File: config.mk
export PLATFORM = sky130hd
export DESIGN_NAME = control_page_upper_registers
export DESIGN_NICKNAME = d
export VERILOG_FILES = /design/src/ctrl_upper_pkg.sv /design/src/control_page_upper_registers.sv
export SDC_FILE = /design/constraint.sdc
export NUM_CORES = 1
export LEC_CHECK = 0
export ABC_AREA = 1
export BUFFER_PORTS_ARGS = -buffer_cell sky130_fd_sc_hd__buf_4
export CAP_MARGIN = 20
export CORE_UTILIZATION = 45
export DETAILED_ROUTE_END_ITERATION = 10
export GPL_TIMING_DRIVEN = 0
export PLACE_DENSITY = 0.64
export RECOVER_POWER = 25
export SETUP_SLACK_MARGIN = 0.4
export SKIP_LAST_GASP = 1
export SLEW_MARGIN = 25
export SYNTH_ARGS = -nofsm -noshare
export SYNTH_HDL_FRONTEND = slang
export SYNTH_SLANG_ARGS = --single-unit
File: constraint.sdc
create_clock -name core_clk -period 1.9 [get_ports core_clk]
set_input_delay 0.285 -clock core_clk [delete_from_list [all_inputs] [get_ports core_clk]]
set_output_delay 0.285 -clock core_clk [all_outputs]
set_load 0.03 [all_outputs]
File: src/ctrl_upper_pkg.sv
// Purpose: constants and carrier types for the upper control page register slice
// Assumes: 8-bit register address and data from the serial control interface front end
// Notes: temperature registers are read-only, loaded from the sensor sampling logic
package ctrl_upper_pkg;
  localparam logic [7:0] temp_top_left_a = 8'h60;
  localparam logic [7:0] temp_top_left_b = 8'h61;
  localparam logic [7:0] temp_top_right_a = 8'h62;
  localparam logic [7:0] temp_top_right_b = 8'h63;
  localparam logic [7:0] temp_bottom_left_a = 8'h64;
  localparam logic [7:0] temp_bottom_left_b = 8'h65;
  localparam logic [7:0] temp_bottom_right_a = 8'h66;
  localparam logic [7:0] temp_bottom_right_b = 8'h67;
  localparam logic [7:0] fine_delay_count_hi = 8'h71;
  localparam logic [7:0] fine_delay_count_lo = 8'h72;
  localparam logic [7:0] coarse_delay_count = 8'h73;
  localparam logic [7:0] mode_control = 8'h7d;
  localparam logic [7:0] fine_hi_reset = 8'h00;
  localparam logic [7:0] fine_lo_reset = 8'h00;
  localparam logic [7:0] coarse_reset = 8'h00;
  localparam logic [7:0] mode_control_reset = 8'h04;
  localparam int pll_enable_bit = 2;
  localparam logic [7:0] mode_control_mask = 8'h04;
  localparam logic [9:0] fine_max = 10'h31f;
  localparam logic [5:0] coarse_max = 6'h31;
  localparam int fine_step_ps = 10;
  localparam int coarse_step_ps = 2000;
  localparam logic [1:0] conversions_per_result = 2'h3;
  localparam logic [1:0] rows_per_refresh = 2'h3;
  localparam int sensor_count = 4;
  localparam logic [7:0] unmapped_read = 8'h00;

  typedef struct packed {
    logic wr;
    logic rd;
    logic [7:0] addr;
    logic [7:0] wdata;
  } reg_req_s;

  typedef struct packed {
    logic [9:0] fine;
    logic [5:0] coarse;
  } delay_s;
endpackage

File: src/control_page_upper_registers.sv
// Purpose: upper control page registers: corner temperature sums, led delay counts, pll enable
// Assumes: register requests arrive already decoded from the serial bus, on core_clk
// Notes: sensor samples and row pulses come from same-clock logic, so no synchroniser
//
// Overview of operation
// four corner temperature results are readable as pairs of consecutive read-only registers.
// each result is the sum of four conversions and is refreshed once every fourth row read.
// a two-register fine count delays the led output about 10 ps per step, max 799.
// the fine delay only acts while the external delay-enable bit is set.
// a coarse count delays the led output about 2 ns per step, max 49.
// the coarse delay only acts while the external delay-enable bit is set.
// bit 2 of the mode register enables the pll and resets to one, giving 0x04.
// the host writes zeros to reserved mode bits and keeps delay counts within the maxima.
`timescale 1ns/1ps
module control_page_upper_registers (
  // clock and reset
  input wire logic core_clk,
  input wire logic reset,
  // register access
  input wire ctrl_upper_pkg::reg_req_s req,
  output logic [7:0] rdata,
  output logic rvalid,
  // temperature sensor conversions
  input wire logic [3:0] conv_valid,
  input wire logic [11:0] conv_value [4],
  input wire logic row_done,
  // delay line control
  input wire logic delay_enable,
  output ctrl_upper_pkg::delay_s led_delay,
  // pll
  output logic pll_enable
);
  logic [7:0] fine_hi;
  logic [7:0] fine_lo;
  logic [7:0] coarse;
  logic [7:0] mode;
  logic [15:0] temp_result [4];
  logic [15:0] temp_acc [4];
  logic [1:0] conv_cnt [4];
  logic [1:0] row_cnt;
  logic [3:0] refresh_due;
  logic [7:0] next_rdata;

  // pair index 0..3 maps to top left, top right, bottom left, bottom right
  function automatic logic [7:0] temp_byte(input logic [15:0] v, input logic lo_half);
    temp_byte = lo_half ? v[7:0] : v[15:8];
  endfunction

  always_ff @(posedge core_clk) begin
    if (reset) begin
      fine_hi <= ctrl_upper_pkg::fine_hi_reset;
      fine_lo <= ctrl_upper_pkg::fine_lo_reset;
      coarse <= ctrl_upper_pkg::coarse_reset;
      mode <= ctrl_upper_pkg::mode_control_reset;
    end else if (req.wr) begin
      case (req.addr)
        ctrl_upper_pkg::fine_delay_count_hi: fine_hi <= req.wdata;
        ctrl_upper_pkg::fine_delay_count_lo: fine_lo <= req.wdata;
        ctrl_upper_pkg::coarse_delay_count: coarse <= req.wdata;
        // reserved bits are not stored and read as zero
        ctrl_upper_pkg::mode_control: mode <= req.wdata & ctrl_upper_pkg::mode_control_mask;
        default: ;
      endcase
    end
  end

  // row counter: every fourth row arms one refresh per sensor; each sensor drops its own
  // request only when it publishes, so an arm that lands between groups is not lost
  always_ff @(posedge core_clk) begin
    if (reset) begin
      row_cnt <= 2'h0;
      refresh_due <= 4'h0;
    end else begin
      if (row_done) begin
        row_cnt <= row_cnt + 2'h1;
      end
      for (int i = 0; i < ctrl_upper_pkg::sensor_count; i++) begin
        // an arm in the cycle of a publish wins, keeping the request for the next group
        if (row_done && (row_cnt == ctrl_upper_pkg::rows_per_refresh)) begin
          refresh_due[i] <= 1'b1;
        end else if (conv_valid[i] &&
            (conv_cnt[i] == ctrl_upper_pkg::conversions_per_result)) begin
          refresh_due[i] <= 1'b0;
        end
      end
    end
  end

  // accumulate four conversions; the sum is only published when a refresh is due,
  // so a result always holds a complete group and never a partial sum
  always_ff @(posedge core_clk) begin
    if (reset) begin
      for (int i = 0; i < ctrl_upper_pkg::sensor_count; i++) begin
        temp_acc[i] <= 16'h0000;
        temp_result[i] <= 16'h0000;
        conv_cnt[i] <= 2'h0;
      end
    end else begin
      for (int i = 0; i < ctrl_upper_pkg::sensor_count; i++) begin
        if (conv_valid[i]) begin
          if (conv_cnt[i] == ctrl_upper_pkg::conversions_per_result) begin
            temp_acc[i] <= 16'h0000;
            if (refresh_due[i]) begin
              temp_result[i] <= temp_acc[i] + {4'h0, conv_value[i]};
            end
          end else begin
            temp_acc[i] <= temp_acc[i] + {4'h0, conv_value[i]};
          end
          conv_cnt[i] <= conv_cnt[i] + 2'h1;
        end
      end
    end
  end

  always_comb begin
    next_rdata = ctrl_upper_pkg::unmapped_read;
    case (req.addr)
      ctrl_upper_pkg::temp_top_left_a: next_rdata = temp_byte(temp_result[0], 1'b0);
      ctrl_upper_pkg::temp_top_left_b: next_rdata = temp_byte(temp_result[0], 1'b1);
      ctrl_upper_pkg::temp_top_right_a: next_rdata = temp_byte(temp_result[1], 1'b0);
      ctrl_upper_pkg::temp_top_right_b: next_rdata = temp_byte(temp_result[1], 1'b1);
      ctrl_upper_pkg::temp_bottom_left_a: next_rdata = temp_byte(temp_result[2], 1'b0);
      ctrl_upper_pkg::temp_bottom_left_b: next_rdata = temp_byte(temp_result[2], 1'b1);
      ctrl_upper_pkg::temp_bottom_right_a: next_rdata = temp_byte(temp_result[3], 1'b0);
      ctrl_upper_pkg::temp_bottom_right_b: next_rdata = temp_byte(temp_result[3], 1'b1);
      ctrl_upper_pkg::fine_delay_count_hi: next_rdata = fine_hi;
      ctrl_upper_pkg::fine_delay_count_lo: next_rdata = fine_lo;
      ctrl_upper_pkg::coarse_delay_count: next_rdata = coarse;
      ctrl_upper_pkg::mode_control: next_rdata = mode;
      default: next_rdata = ctrl_upper_pkg::unmapped_read;
    endcase
  end

  always_ff @(posedge core_clk) begin
    if (reset) begin
      rdata <= 8'h00;
      rvalid <= 1'b0;
    end else begin
      rvalid <= req.rd;
      if (req.rd) begin
        rdata <= next_rdata;
      end
    end
  end

  // delay line settings; coarse counts and the 10-bit fine count from fine_hi[1:0] and fine_lo are clamped so the line never overruns
  always_ff @(posedge core_clk) begin
    if (reset) begin
      led_delay <= '0;
    end else if (delay_enable) begin
      if ({fine_hi[1:0], fine_lo} > ctrl_upper_pkg::fine_max) begin
        led_delay.fine <= ctrl_upper_pkg::fine_max;
      end else begin
        led_delay.fine <= {fine_hi[1:0], fine_lo};
      end
      if (coarse > {2'h0, ctrl_upper_pkg::coarse_max}) begin
        led_delay.coarse <= ctrl_upper_pkg::coarse_max;
      end else begin
        led_delay.coarse <= coarse[5:0];
      end
    end else begin
      led_delay <= '0;
    end
  end

  always_ff @(posedge core_clk) begin
    if (reset) begin
      pll_enable <= 1'b1;
    end else begin
      pll_enable <= mode[ctrl_upper_pkg::pll_enable_bit];
    end
  end
endmodule

==> impl_results.rst <==
.. list-table::
   :header-rows: 1

   * - Metric
     - Value
   * - Result of the run
     - finished, violations left
   * - Failing checks
     - negative setup slack
   * - Worst-case vdd ir drop
     - between 0.6 and 0.7 mV
   * - Count of pins on the block boundary
     - 100
   * - Area share of the largest cell type after synthesis
     - about 39%
   * - Layout Cells excl Fill
     - 1746
   * - Worst Skew
     - approximately 13 ps
   * - Hold/Removal Path Class
     - in2reg
   * - Number of instances on the worst hold path
     - 2
   * - Placed cell count
     - approximately 1700
   * - Leading register cell type out of synthesis
     - edfxtp_1
   * - Synth top area cells
     - edfxtp_1, dfxtp_1, nand2_1, nor2_1, nand3_1
   * - Class of the most critical setup path
     - reg2reg
   * - Maximum fanout count along the critical path
     - 3
   * - Standard cell core area
     - between 20000 and 25000 um^2
   * - Syn nets
     - 1379
   * - Sequential fraction of the synthesis area
     - 49.7%
   * - Setup_tns
     - -555 ps
   * - Cell at the root of the clock tree
     - clkbuf_16
   * - Per-cell via count in the routed design
     - about 5.3
   * - Library cell with the highest instance count after synthesis
     - nand2_1
   * - Destination of the worst register-to-register timing path
     - temp_result[2][10]$_SDFFCE_PN0P_
   * - Count of endpoints failing hold in the final timing report
     - 0
   * - Flop-to-flop setup slack
     - -70 ps
   * - Standard cell with the maximum stage delay on the critical path
     - edfxtp_1
   * - Initial Util
     - between 40% and 50%
   * - Total setup violations reported at the end of the flow
     - 19
   * - CP peak stage delay
     - approximately 370 ps
   * - Routability congestion estimate from global placement
     - around 0.92
   * - List of cells traversed by the critical path
     - ha_2 > fa_2 > nand3_2 > nand3_4 > nand3_4 > nand2_4 > nand2_2 > nand2_2 > xnor2_2 > nor2_1
   * - Floorplan die height
     - about 150 um
   * - Number of antenna violations at the first check in global routing
     - 1
   * - CTS H-Tree Depth
     - 4
   * - Die X-Extent
     - 155 um
   * - Average footprint of a synthesized cell
     - roughly 8.4 um^2
   * - Layout overhead on the synthesized area
     - 37.3%
   * - Largest net degree at the start of global routing
     - 19
   * - # Max-Cap Violations
     - 0
   * - Nets@finish
     - between 1500 and 2000
   * - # rows
     - 55
   * - Num CTS Buffers
     - 17
   * - Yosys top cell by area
     - edfxtp_1
   * - Buffer and inverter count on the worst path
     - 0
   * - Critical path capture point type
     - flip-flop
   * - Iteration count of the initial detailed-routing pass
     - 5
   * - Wire length per cell
     - between 15 and 20 um
   * - Total wirelength of the detailed-routed design
     - 29400 um
   * - Least-Margin Pin Slew
     - roughly 840 ps
   * - Count of clock tree sinks
     - between 150 and 200
   * - Global-route wire length before repair
     - 44000 um
   * - Number of DRC markers in iteration 0
     - roughly 600
   * - Cells on worst reg2reg path
     - 10
   * - CTS tree
     - done
   * - Number of unique standard cell types used by synthesis
     - 39
   * - Hold-critical path endpoint
     - row_cnt[1]$_SDFFE_PP0P_
   * - Flip-flop and latch count after synthesis
     - between 150 and 200
   * - Leak
     - between 6 and 7 nW
   * - PortBufs
     - between 90 and 100
   * - Final period demand of the worst path
     - approximately 2000 ps
   * - Post-synthesis cell count
     - between 1000 and 1500
   * - Most frequent cells after synthesis
     - nand2_1, nor2_1, edfxtp_1, nand3_1, inv_1
   * - FILL cells
     - approximately 1800
   * - Clk slew on worst S/H paths
     - 80 ps
   * - Placement-stage worst setup slack
     - -433 ps
   * - Overall fraction of global-route tracks in use
     - between 20% and 30%
   * - Worst setup slack after layout
     - -68.3 ps
   * - Global route overflow
     - 0
   * - Later-pin clock latency in the skew report
     - 450 ps
   * - Count of pins over their slew limit
     - 0
   * - Share of the clock period used by the worst path after layout
     - 104%
   * - Total Power Consumption
     - roughly 12 mW
   * - Worst Hold Margin
     - around 38 ps
   * - Arrival time at the worst endpoint
     - about 2200 ps
   * - Post-route antenna net violation count
     - 0
   * - Vias after detailed routing
     - around 9300
   * - Critical Path Start Type
     - flip-flop
   * - CTS Buffer Depth
     - 2
   * - Timing-limited maximum frequency
     - ~510 MHz
   * - DIE AREA
     - approximately 24000 um^2
   * - Worst rel slew slack
     - between 40% and 50%
   * - Startpoint of the lowest-slack register-to-register path
     - temp_acc[2][0]$_SDFFCE_PN0P_
   * - Kind of cell with the highest combined delay on the critical path
     - simple AND/OR/NAND/NOR gates
   * - Sum of net half-perimeters after detailed placement
     - a little under 20000 um
   * - Post-synth design cell area
     - about 11000 um^2
   * - Fraction of layout instances using a drive strength above 1
     - 32.3%
   * - Proportion of register bits with asynchronous set or reset after synthesis
     - 0%
   * - Number of warnings reported in the yosys synthesis log
     - 0
   * - Required time worst endpoint
     - 2100 ps
   * - Area of all placed cells without fillers
     - between 10000 and 15000 um^2
   * - Post-Route Utilization
     - 63.4%
   * - Number of enable-type register cells in the synthesized netlist
     - between 100 and 150
   * - DRC viols
     - 0
   * - RSZ-0062 raised after global routing
     - yes
   * - Cell Area, Placed
     - around 12000 um^2
   * - Vias in the first global route
     - 8743
   * - Number of buffers inserted by hold repair at cts
     - 0
   * - Pwr/cell area
     - 818 nW/um^2
   * - Hold path startpoint
     - row_done
## cell type report
cell class,count,area (um^2),area share [%]
Timing Repair Buffer,152,1130,7.82
Buffer,35,221,1.53
Multi-Input combinational cell,901,6410,44.4
Inverter,119,452,3.13
Tap cell,313,392,2.71
Sequential cell,193,5230,36.2
Clock inverter,12,103,0.711
Clock buffer,20,500,3.47
Antenna cell,1,2.50,0.0173
## metal layers
metal | up-vias | GRT usage (%) | routed length, um
li1 | 4493 | - | -
met1 | 4474 | 31.4 | 12600
met2 | 306 | 39.8 | 14600
met3 | 36 | 4.32 | 1840
met4 | 0 | 6.93 | 469
met5 | - | 1.86 | 0
## worst max path at each step
stage / depth (start not counted) / from / end
after floorplan: 12 / temp_acc[1][0]$_SDFFCE_PN0P_ / temp_result[1][12]$_SDFFCE_PN0P_
after global placement: 5 / reset / temp_result[1][10]$_SDFFCE_PN0P_
after detailed placement: 5 / reset / temp_result[3][11]$_SDFFCE_PN0P_
after CTS: 10 / temp_acc[1][0]$_SDFFCE_PN0P_ / temp_acc[1][8]$_SDFFCE_PN0P_
after global routing: 12 / temp_acc[1][0]$_SDFFCE_PN0P_ / temp_result[1][12]$_SDFFCE_PN0P_
final: 10 / temp_acc[2][0]$_SDFFCE_PN0P_ / temp_result[2][10]$_SDFFCE_PN0P_
## cells by family after synthesis
family,count (synthesis),synth area share (%)
and+or+nand+nor,657,26.7
buffers and inverters,154,6.02
xor gates and xnor gates,33,2.75
AOI/OAI and AO/OA,154,7.82
adders and majority gates,57,7.07
DFF,193,49.7
## power breakdown
group	leakage, nW	switching, mW	internal, mW
sequential	1.91	0.143	4.74
combinational	3.81	1.75	1.47
clock	0.300	1.75	1.96
## repair_timing
action / in CTS / in global routing
gates resized for setup: 179 / 146
pin swaps: 58 / 69
setup endpoints to repair: 185 / 126
setup buffers: 25 / 29
## cell usage in the layout (no fill, tap or decap), types with 12 or more instances in the layout
cell type	count
nor2_1	198
nand2_1	187
edfxtp_1	136
buf_4	119
nand3_1	107
inv_1	103
a21oi_1	59
dfxtp_1	57
nand2_2	49
ha_4	37
o21ai_0	31
clkbuf_1	28
nor2_2	24
a21oi_2	22
buf_6	22
nand2_4	20
clkbuf_16	20
nand3_2	18
xnor2_4	16
nand3b_1	14
inv_2	12
## registers in the layout, summed over array words and instances (netlist names)
register / cells
coarse: 8
refresh_due: 4
pll_enable: 1
rvalid: 1
mode: 1
conv_cnt: 8
led_delay: 16
rdata: 8
fine_lo: 8
temp_acc: 64
row_cnt: 2
fine_hi: 8
temp_result: 64
Note: power is estimated with default switching activity, not from simulation.
